### config.mk
export PLATFORM = sky130hd
export DESIGN_NAME = dcg_ctrl
export DESIGN_NICKNAME = d
export VERILOG_FILES = /design/src/core/dcg_ctrl.v
export VERILOG_INCLUDE_DIRS = /design/src /design/src/core
export SDC_FILE = /design/constraint.sdc
export NUM_CORES = 1
export LEC_CHECK = 0
export ABC_AREA = 1
export BUFFER_PORTS_ARGS = -buffer_cell sky130_fd_sc_hd__buf_4
export CORE_MARGIN = 5
export CORE_UTILIZATION = 45
export DETAILED_ROUTE_END_ITERATION = 6
export MAX_ROUTING_LAYER = met4
export PLACE_DENSITY_LB_ADDON = 0.05
export SLEW_MARGIN = 20
export SYNTH_ARGS = -nofsm -noshare
export SYNTH_HDL_FRONTEND = slang
export SYNTH_SLANG_ARGS = --single-unit
### constraint.sdc
create_clock -name mclk -period 6.6 [get_ports mclk]
set_clock_uncertainty 0.2 [all_clocks]
set_input_delay 0 -clock mclk [delete_from_list [all_inputs] [get_ports mclk]]
set_output_delay 0 -clock mclk [all_outputs]
set_load 0.05 [all_outputs]
### src/core/dcg_map.vh
// register map, field positions and reset values of the clock controller
`ifndef DCG_MAP_VH
`define DCG_MAP_VH

// ------------------------------------------------------------
// register offsets
// ------------------------------------------------------------
`define DCG_ADDR_WDHALT 8'h5C
`define DCG_ADDR_CKOUT 8'h6D
`define DCG_ADDR_OSC 8'h6E
`define DCG_ADDR_GEAR 8'h6F

// ------------------------------------------------------------
// oscillator_control fields
// ------------------------------------------------------------
`define DCG_OSC_HI_EN 7
`define DCG_OSC_LO_EN 6
`define DCG_OSC_HI_AS 5
`define DCG_OSC_LO_AS 4
`define DCG_OSC_SRC_AS 3
`define DCG_OSC_WUF 2
`define DCG_OSC_PRE_HI 1
`define DCG_OSC_PRE_LO 0

// ------------------------------------------------------------
// gear_source_select fields
// ------------------------------------------------------------
`define DCG_GEAR_SRC 3
`define DCG_GEAR_HI 2
`define DCG_GEAR_LO 0
`define DCG_GEAR_FILL 4'hF

// ------------------------------------------------------------
// clock_output_control fields
// ------------------------------------------------------------
`define DCG_CK_CLKOUT_SOURCE_SELECT 3
`define DCG_CK_CLKOUT_ENABLE 2
`define DCG_CK_LATCH_STROBE_ENABLE 1
`define DCG_CK_CLKEN 0

// ------------------------------------------------------------
// watchdog_halt_mode fields
// ------------------------------------------------------------
`define DCG_WD_EN 7
`define DCG_WD_PER_HI 6
`define DCG_WD_PER_LO 5
`define DCG_WD_WARM 4
`define DCG_WD_HALT_HI 3
`define DCG_WD_HALT_LO 2
`define DCG_WD_RSTLNK 1
`define DCG_WD_DRV 0

// ------------------------------------------------------------
// reset values and codes
// ------------------------------------------------------------
`define DCG_RST_OSC 8'hA0
`define DCG_RST_GEAR 4'h4
`define DCG_RST_CK 4'h0
`define DCG_RST_WD 8'h80
`define DCG_GEAR_MAX 3'h4
`define DCG_PRE_RSVD 2'h3
`define DCG_HM_RUN 2'h0
`define DCG_HM_STOP 2'h1
`define DCG_HM_DEEP_IDLE 2'h2
`define DCG_HM_LIGHT_IDLE 2'h3
`define DCG_FC16_EDGES 5'h10
`define DCG_WARM_SHORT 17'h04000
`define DCG_WARM_LONG 17'h10000

`endif

### src/core/dcg_ctrl.v
// dual oscillator clock gear, warm-up timer and standby controller
`timescale 1ns/1ns
`include "dcg_map.vh"
// Summary of operation
// - reset: high osc on, low osc off, high source, gear divide by 16.
// - state clock is the geared base clock halved.
// - source select bit 3 at 0x6F: 0 high osc, 1 low osc.
// - gear codes 000..100 divide high clock by 1,2,4,8,16.
// - oscillator enable bits: 0 stop, 1 run; high resets 1, low 0.
// - the oscillator that is the selected source runs except in STOP.
// - after-stop enables choose oscillators after STOP; reset 1 and 0.
// - after-stop source bit picks base source on leaving STOP.
// - write 1 starts warm-up, 0 ignored; reads 1 while busy.
// - warm-up length 2^14 periods when 0, 2^16 when 1.
// - warm-up counts periods of the oscillator being waited on.
// - prescaler source 00 base, 01 low clock, 10 fc/16; resets 00.
// - clock-out select: 0 base clock, 1 state clock; own enable.
// - output control holds three enables, all reset to 0.
// - clock pin carries the state clock divided by two.
// - during reset clock pin driven high, latch strobe pin released.
// - halt field: 00 RUN, 01 STOP, 10 deep idle, 11 light idle.
// - deep idle keeps osc and rtc; light idle stops adc; STOP all.
// - watchdog enable bit: 0 disable, 1 enable; resets 1.
// - upper four bits of gear register read as 1.
// - gear acts only while the high oscillator is the source.

module dcg_ctrl #(
   parameter [16:0] WARM_SHORT = `DCG_WARM_SHORT, // short warm-up periods
   parameter [16:0] WARM_LONG = `DCG_WARM_LONG // long warm-up periods
) (
   input wire mclk, // system clock, 25 MHz
   input wire rst, // async reset, active high
   input wire [7:0] addr, // register address
   input wire [7:0] wr_data, // register write data
   input wire wr_en, // write strobe
   input wire rd_en, // read strobe
   output reg [7:0] rd_data, // read data, cycle after rd_en
   input wire fc_pin, // high-frequency oscillator clock
   input wire fs_pin, // low-frequency oscillator clock
   input wire halt_req, // halt instruction pulse
   input wire halt_release, // halt release pulse
   input wire ale_src, // latch strobe from the bus unit
   output reg hi_osc_run, // high oscillator enable
   output reg lo_osc_run, // low oscillator enable
   output reg base_clk, // geared base clock
   output reg state_clk, // state clock
   output reg presc_clk, // prescaler input clock
   output reg system_clock_out_pin, // clock-out pin value
   output reg system_clock_out_pin_oe, // clock-out pin enable
   output reg clk_pin_o, // clock pin value
   output reg clk_pin_oe, // clock pin enable
   output reg ale_o, // latch strobe pin value
   output reg ale_oe, // latch strobe pin enable
   output reg cpu_halted, // cpu stopped by halt
   output reg io_stop, // internal i/o stopped
   output reg adc_stop, // converter stopped
   output reg rtc_stop, // real-time clock timer stopped
   output reg watchdog_enable, // watchdog enable
   output reg [1:0] watchdog_period, // watchdog period code
   output reg watchdog_to_reset_link, // watchdog drives reset
   output reg drive_in_stop // pin drive kept in STOP
);

   // ------------------------------------------------------------
   // halt states, one-hot
   // ------------------------------------------------------------
   localparam [4:0] ST_NORMAL = 5'h01;
   localparam [4:0] ST_RUN = 5'h02;
   localparam [4:0] ST_LIGHT = 5'h04;
   localparam [4:0] ST_DEEP = 5'h08;
   localparam [4:0] ST_STOP = 5'h10;

   reg [7:0] osc_r;
   reg [3:0] gear_r;
   reg [3:0] ck_r;
   reg [7:0] wd_r;
   reg [4:0] st_r;
   reg [4:0] st_nxt;
   reg fc_s1, fc_s2, fc_s3;
   reg fs_s1, fs_s2, fs_s3;
   reg act_src_r;
   reg [2:0] act_gear_r;
   reg [4:0] gcnt_r;
   reg skip_r;
   reg [4:0] f16_r;
   reg fc16_r;
   reg [16:0] wcnt_r;
   reg wbusy_r;
   reg clkout_r;
   reg [4:0] div_lim;
   wire fc_edge, fs_edge, fc_rise, fs_rise;
   wire src_edge, fpph_tick, fsys_rise, wu_rise, wu_done;
   wire wr_osc, wr_gear, wr_ck, wr_wd, in_stop;
   wire [16:0] wu_len;

   assign wr_osc = wr_en & (addr == `DCG_ADDR_OSC);
   assign wr_gear = wr_en & (addr == `DCG_ADDR_GEAR);
   assign wr_ck = wr_en & (addr == `DCG_ADDR_CKOUT);
   assign wr_wd = wr_en & (addr == `DCG_ADDR_WDHALT);
   assign in_stop = st_r[4];

   // ------------------------------------------------------------
   // oscillator pin synchronisers and edge detect
   // ------------------------------------------------------------
   always @(posedge mclk or posedge rst) begin
      if (rst) begin
         fc_s1 <= 1'b0;
         fc_s2 <= 1'b0;
         fc_s3 <= 1'b0;
         fs_s1 <= 1'b0;
         fs_s2 <= 1'b0;
         fs_s3 <= 1'b0;
      end else begin
         fc_s1 <= fc_pin;
         fc_s2 <= fc_s1;
         fc_s3 <= fc_s2;
         fs_s1 <= fs_pin;
         fs_s2 <= fs_s1;
         fs_s3 <= fs_s2;
      end
   end

   // both edges count half periods; stopped oscillators give none
   assign fc_edge = (fc_s2 ^ fc_s3) & hi_osc_run;
   assign fs_edge = (fs_s2 ^ fs_s3) & lo_osc_run;
   assign fc_rise = fc_s2 & ~fc_s3 & hi_osc_run;
   assign fs_rise = fs_s2 & ~fs_s3 & lo_osc_run;

   // ------------------------------------------------------------
   // register writes
   // ------------------------------------------------------------
   always @(posedge mclk or posedge rst) begin
      if (rst) begin
         osc_r <= `DCG_RST_OSC;
         gear_r <= `DCG_RST_GEAR;
         ck_r <= `DCG_RST_CK;
         wd_r <= `DCG_RST_WD;
      end else begin
         if (wr_osc) begin
            osc_r[7:3] <= wr_data[7:3];
            if (wr_data[1:0] != `DCG_PRE_RSVD) begin
               osc_r[1:0] <= wr_data[1:0];
            end
         end else if (st_r[4] && halt_release) begin
            // leaving STOP loads the after-stop oscillator choice
            osc_r[7] <= osc_r[`DCG_OSC_HI_AS];
            osc_r[6] <= osc_r[`DCG_OSC_LO_AS];
         end
         if (wr_gear) begin
            gear_r[3] <= wr_data[`DCG_GEAR_SRC];
            if (wr_data[2:0] <= `DCG_GEAR_MAX) begin
               gear_r[2:0] <= wr_data[2:0];
            end
         end else if (st_r[4] && halt_release) begin
            gear_r[3] <= osc_r[`DCG_OSC_SRC_AS];
         end
         if (wr_ck) begin
            ck_r <= wr_data[3:0];
         end
         if (wr_wd) begin
            wd_r <= wr_data;
         end
      end
   end

   // ------------------------------------------------------------
   // read data, one cycle after the strobe
   // ------------------------------------------------------------
   always @(posedge mclk or posedge rst) begin
      if (rst) begin
         rd_data <= 8'h00;
      end else if (rd_en) begin
         case (addr)
            `DCG_ADDR_OSC: rd_data <= {osc_r[7:3], wbusy_r, osc_r[1:0]};
            // upper nibble always reads as ones
            `DCG_ADDR_GEAR: rd_data <= {`DCG_GEAR_FILL, gear_r};
            `DCG_ADDR_CKOUT: rd_data <= {4'h0, ck_r};
            `DCG_ADDR_WDHALT: rd_data <= wd_r;
            default: rd_data <= 8'h00;
         endcase
      end else begin
         rd_data <= 8'h00;
      end
   end

   // ------------------------------------------------------------
   // oscillator enables
   // ------------------------------------------------------------
   always @(posedge mclk or posedge rst) begin
      if (rst) begin
         hi_osc_run <= 1'b1;
         lo_osc_run <= 1'b0;
      end else if (in_stop) begin
         hi_osc_run <= 1'b0;
         lo_osc_run <= 1'b0;
      end else begin
         // selected source runs whatever its enable says
         hi_osc_run <= osc_r[`DCG_OSC_HI_EN] | ~gear_r[3];
         lo_osc_run <= osc_r[`DCG_OSC_LO_EN] | gear_r[3];
      end
   end

   // ------------------------------------------------------------
   // gear divider and base clock
   // ------------------------------------------------------------
   assign src_edge = act_src_r ? fs_edge : fc_edge;
   assign fpph_tick = src_edge & ~skip_r & (gcnt_r == div_lim - 5'h01);

   // half-period edge count of the active gear
   always @* begin
      case (act_gear_r)
         3'h0: div_lim = 5'h01;
         3'h1: div_lim = 5'h02;
         3'h2: div_lim = 5'h04;
         3'h3: div_lim = 5'h08;
         default: div_lim = 5'h10;
      endcase
      if (act_src_r) begin
         div_lim = 5'h01;
      end
   end

   // new source and gear load at a falling base clock toggle, or on a source change while base clock is low
   always @(posedge mclk or posedge rst) begin
      if (rst) begin
         act_src_r <= 1'b0;
         act_gear_r <= `DCG_GEAR_MAX;
         gcnt_r <= 5'h00;
         skip_r <= 1'b0;
         base_clk <= 1'b0;
      end else if (fpph_tick || (act_src_r != gear_r[3] && !in_stop
                   && !(gear_r[3] ? lo_osc_run : hi_osc_run) == 1'b0
                   && gcnt_r == 5'h00 && !base_clk)) begin
         gcnt_r <= 5'h00;
         if (fpph_tick) begin
            base_clk <= ~base_clk;
         end
         if (base_clk || !fpph_tick) begin
            act_src_r <= gear_r[3];
            act_gear_r <= gear_r[2:0];
            // drop the new source's first edge so no runt phase follows
            skip_r <= (act_src_r != gear_r[3]) || (act_gear_r != gear_r[2:0]);
         end
      end else if (src_edge && skip_r) begin
         skip_r <= 1'b0;
      end else if (src_edge) begin
         gcnt_r <= gcnt_r + 5'h01;
      end
   end

   // ------------------------------------------------------------
   // state clock, clock pin divider, fc/16 clock
   // ------------------------------------------------------------
   assign fsys_rise = fpph_tick & ~base_clk;

   always @(posedge mclk or posedge rst) begin
      if (rst) begin
         state_clk <= 1'b0;
         clkout_r <= 1'b0;
         f16_r <= 5'h00;
         fc16_r <= 1'b0;
      end else begin
         if (fsys_rise) begin
            state_clk <= ~state_clk;
            if (!state_clk) begin
               clkout_r <= ~clkout_r;
            end
         end
         if (fc_edge) begin
            if (f16_r == `DCG_FC16_EDGES - 5'h01) begin
               f16_r <= 5'h00;
               fc16_r <= ~fc16_r;
            end else begin
               f16_r <= f16_r + 5'h01;
            end
         end
      end
   end

   // ------------------------------------------------------------
   // prescaler source
   // ------------------------------------------------------------
   always @(posedge mclk or posedge rst) begin
      if (rst) begin
         presc_clk <= 1'b0;
      end else begin
         case (osc_r[1:0])
            2'h1: presc_clk <= fs_s2 & lo_osc_run;
            2'h2: presc_clk <= fc16_r;
            default: presc_clk <= base_clk;
         endcase
      end
   end

   // ------------------------------------------------------------
   // warm-up timer
   // ------------------------------------------------------------
   // waits on the oscillator that is not the current source
   assign wu_rise = gear_r[3] ? fc_rise : fs_rise;
   assign wu_len = wd_r[`DCG_WD_WARM] ? WARM_LONG : WARM_SHORT;
   assign wu_done = wbusy_r & wu_rise & (wcnt_r == wu_len - 17'h00001);

   always @(posedge mclk or posedge rst) begin
      if (rst) begin
         wbusy_r <= 1'b0;
         wcnt_r <= 17'h00000;
      end else if (wr_osc && wr_data[`DCG_OSC_WUF]) begin
         // a start wins over a completion in the same cycle
         wbusy_r <= 1'b1;
         wcnt_r <= 17'h00000;
      end else if (wu_done) begin
         wbusy_r <= 1'b0;
      end else if (wbusy_r && wu_rise) begin
         wcnt_r <= wcnt_r + 17'h00001;
      end
   end

   // ------------------------------------------------------------
   // halt state machine
   // ------------------------------------------------------------
   always @* begin
      st_nxt = st_r;
      case (st_r)
         ST_NORMAL: begin
            if (halt_req) begin
               case (wd_r[3:2])
                  `DCG_HM_STOP: st_nxt = ST_STOP;
                  `DCG_HM_DEEP_IDLE: st_nxt = ST_DEEP;
                  `DCG_HM_LIGHT_IDLE: st_nxt = ST_LIGHT;
                  default: st_nxt = ST_RUN;
               endcase
            end
         end
         ST_RUN, ST_LIGHT, ST_DEEP, ST_STOP: begin
            if (halt_release) begin
               st_nxt = ST_NORMAL;
            end
         end
         default: st_nxt = ST_NORMAL;
      endcase
   end

   always @(posedge mclk or posedge rst) begin
      if (rst) begin
         st_r <= ST_NORMAL;
         cpu_halted <= 1'b0;
         io_stop <= 1'b0;
         adc_stop <= 1'b0;
         rtc_stop <= 1'b0;
      end else begin
         st_r <= st_nxt;
         cpu_halted <= ~st_nxt[0];
         io_stop <= st_nxt[3] | st_nxt[4];
         adc_stop <= st_nxt[2] | st_nxt[3] | st_nxt[4];
         rtc_stop <= st_nxt[4];
      end
   end

   // ------------------------------------------------------------
   // pins and watchdog fields
   // ------------------------------------------------------------
   always @(posedge mclk or posedge rst) begin
      if (rst) begin
         clk_pin_o <= 1'b1;
         clk_pin_oe <= 1'b1;
         ale_o <= 1'b0;
         ale_oe <= 1'b0;
         system_clock_out_pin <= 1'b0;
         system_clock_out_pin_oe <= 1'b0;
         watchdog_enable <= 1'b1;
         watchdog_period <= 2'h0;
         watchdog_to_reset_link <= 1'b0;
         drive_in_stop <= 1'b0;
      end else begin
         clk_pin_o <= clkout_r;
         clk_pin_oe <= ck_r[`DCG_CK_CLKEN];
         ale_o <= ale_src;
         ale_oe <= ck_r[`DCG_CK_LATCH_STROBE_ENABLE];
         system_clock_out_pin <= ck_r[`DCG_CK_CLKOUT_SOURCE_SELECT] ?
                                 state_clk : base_clk;
         system_clock_out_pin_oe <= ck_r[`DCG_CK_CLKOUT_ENABLE];
         watchdog_enable <= wd_r[`DCG_WD_EN];
         watchdog_period <= wd_r[6:5];
         watchdog_to_reset_link <= wd_r[`DCG_WD_RSTLNK];
         drive_in_stop <= wd_r[`DCG_WD_DRV];
      end
   end

   // reset hold length is the far side's duty
   // warm-up use with watchdog off is software's duty

endmodule // dcg_ctrl

==> flow_metrics.env <==
export IMPL_synth_edf_count=0
export IMPL_route_vias_total=4018
export IMPL_fin_nets=692
export IMPL_ys_types=35
export IMPL_rows=37
export IMPL_syn_avg_cell_area_um2=8.40
export IMPL_slew_headroom=0.408
export IMPL_clk_pin_slew_ns=0.09
export IMPL_start_kind="input port"
export IMPL_yosysTopAreaCell="dfrtp_1"
export IMPL_dpl_cell_area_um2=5330
export IMPL_critPathSlowestCell="dlygate4sd3_1"
export IMPL_wl_met3_um=485
export IMPL_initial_core_util=0.463
export IMPL_startpoint="addr[4]"
export IMPL_diodes=0
export IMPL_drc=0
export IMPL_wl_met1_mm=5.03
export IMPL_cts_buffer_depth=2
export IMPL_htreeDepth=3
export IMPL_reg2regPathDepth=15
export IMPL_powerDensity_nw_per_um2=314
export IMPL_syn_inst=571
export IMPL_top_layer_used="met4"
export IMPL_postCtsResizedCells=0
export IMPL_worstSkewPairLatency_ns=0.38
export IMPL_cts_setup_buffers=0
export IMPL_ys_ff_latch=96
export IMPL_clkSinkCount=96
export IMPL_syn_nets=605
export IMPL_globalRouteOverflowTotal=0
export IMPL_ant_nets=0
export IMPL_firstDrtPassIters=4
export IMPL_worstHoldPathCells=2
export IMPL_postCtsHoldBufs=30
export IMPL_synthTopCellsByCount="nand2_1 (138), dfrtp_1 (86), nand3_1 (79)"
export IMPL_grt_max_degree=72
export IMPL_chipWidth_um=113
export IMPL_ff_latch_area_um2=2410
export IMPL_timing_final_hold_violations=0
export IMPL_num_io_pins=53
export IMPL_hold_path_class="in2reg"
export IMPL_drtIter0Drc=178
export IMPL_die_area_um2=12800
export IMPL_viasPerCell=5.03
export IMPL_port_buffers=52
export IMPL_crit_chain="dlygate4sd3_1 > buf_4 > inv_1 > nand2_1 > nor2_2 > nand3_1 > dlygate4sd3_1 > inv_1 > nand2_1 > nor2_1 > nand2_1 > dlygate4sd3_1 > o21ai_0 > dlygate4sd3_1"
export IMPL_grt_pass1_wl_mm=18.4
export IMPL_multiInputGateArea_um2=2070
export IMPL_core_um2=10400
export IMPL_grt_antenna_before_repair=0
export IMPL_dp_hpwl_mm=7.54
export IMPL_synth_main_ff_cell="dfrtp_1"
export IMPL_setup_tns_ns=0
export IMPL_critPathMaxFanout=5
export IMPL_drive_gt1_frac=0.155
export IMPL_fill_cells=969
export IMPL_design_area_um2=5830
export IMPL_synthTopCellsByArea="dfrtp_1 (45%), nand2_1 (11%), nand3_1 (8.2%)"
export IMPL_hold_slack_ns=0.0658
export IMPL_ir_drop_v=0.000217
export IMPL_r2r_start="act_gear_r[1]"
export IMPL_rsz0062_at_grt="no"
export IMPL_syn_area_um2=4800
export IMPL_drt_total_wl_mm=10.6
export IMPL_root_buffer="clkbuf_8"
export IMPL_max_stage_delay_ns=0.57
export IMPL_timing_worst_setup_path_type="in2reg"
export IMPL_tritoncts="done"
export IMPL_yosysMostFrequentCell="nand2_1"
export IMPL_track_usage=0.183
export IMPL_ys_seq_area_frac=0.503
export IMPL_r2r_end="act_src_r"
export IMPL_p_leak_nw=2.90
export IMPL_cts_buffers_inserted=9
export IMPL_setup_viol=0
export IMPL_crit_top_cell="dlygate4sd3_1"
export IMPL_fmax_ghz=0.317
export IMPL_cp_required_ns=6.73
export IMPL_met2_length_mm=4.91
export IMPL_routedWlPerCell_um=13.3
export IMPL_arrival_ns=3.28
export IMPL_gp_congestion=0.907
export IMPL_hold_start="fs_pin"
export IMPL_ys_warn_count=0
export IMPL_yosysTopAreaCellShare=0.449
export IMPL_maxCapViolCount=0
export IMPL_min_period_ns=3.16
export IMPL_worstSetupEndpointType="register"
export IMPL_synthToLayoutAreaGrowth_pct=21.4
export IMPL_worstHoldEndpoint="fs_s1"
export IMPL_status="complete, no violations"
export IMPL_tightest_slew_ns=0.889
export IMPL_drv_slew=0
export IMPL_fin_crit_sh=0.478
export IMPL_r2r_setup_slack_ns=4.29
export IMPL_grt_pass1_vias=3889
export IMPL_die_y_um=113
export IMPL_async_flop_share=1.00
[cell families (layout without fill, tap and decap cells)]
logic type / count (synthesis) / in the layout / share of synthesized area
compound gates: 56 / 56 / 0.0655
simple gates: 304 / 304 / 0.293
buf+inv: 80 / 172 / 0.0660
flops: 96 / 96 / 0.503
mux: 3 / 3 / 0.00704
xor+xnor: 23 / 23 / 0.0420
fa+ha+maj: 9 / 9 / 0.0235
[per-stage QoR]
step | setup slack (ns) | total power [mW] | instances | util
3_5_place_dp | 4.34 | 1.42 | 753 | 0.514
5_1_grt | 3.22 | 1.95 | 799 | 0.562
4_1_cts | 3.54 | 1.84 | 799 | 0.562
2_1_floorplan | 3.91 | 1.26 | 571 | -
3_3_place_gp | 4.39 | 1.41 | 753 | 0.514
6_report | 3.44 | 1.83 | 799 | 0.562
[cells in the final DEF, fill, tap and decap left out, drive strengths merged]
cell type    Yosys  routed
nand2          146     146
dfrtp           86      86
nand3           82      82
inv             73      73
buf              5      53
nor2            49      49
o21ai           36      36
dlygate4sd3      0      30
nand4           14      14
xnor2           12      12
clkbuf           2      12
xor2            11      11
dfstp           10      10
nor3            10      10
ha               9       9
a21oi            9       9
o22ai            4       4
mux2             3       3
o211ai           3       3
and2             2       2
clkinv           0       2
or2              1       1
o21bai           1       1
o31ai            1       1
a22oi            1       1
o21a             1       1
clkinvlp         0       1
bufinv           0       1
[worst max-delay path, delay by kind of cell]
family | cells | cell delay (ns)
and+or+nand+nor | 6 | 0.66
AOI/OAI and AO/OA | 1 | 0.08
buffers and inverters | 7 | 2.55
[final cells by class]
type,instances,area share
Timing Repair Buffer,83,0.120
Clock inverter,4,0.00945
Multi-Input combinational cell,395,0.355
Tap cell,136,0.0292
Sequential cell,96,0.415
Clock buffer,12,0.0249
Inverter,73,0.0475
[flip-flops by register name, summed over array words and instances (netlist names), 5 cells and up]
name     count
f16_r        5
gcnt_r       5
osc_r        7
rd_data      8
st_r         5
wcnt_r      17
wd_r         8
[how the worst max path moves through the flow]
stage,endpoint
CTS,gear_r[3]
finish,gear_r[3]
detailed placement,act_src_r
global placement,act_gear_r[0]
global route,gear_r[3]
floorplan,act_gear_r[0]
[power breakdown]
| part | switching (mW) | internal (mW) | leakage, nW |
|---|---|---|---|
| clock | 0.211 | 0.187 | 0.0968 |
| sequential | 0.0924 | 0.687 | 1.21 |
| combinational | 0.436 | 0.214 | 1.58 |
| total | 0.739 | 1.09 | 2.90 |
[layer usage]
layer  vias to the layer above  GRT usage
met5                         -          -
met4                         0     0.0585
met2                        71      0.279
met1                      1905      0.241
met3                        17     0.0471
li1                       2025          -
No activity file was read; power rests on OpenSTA's default activity.
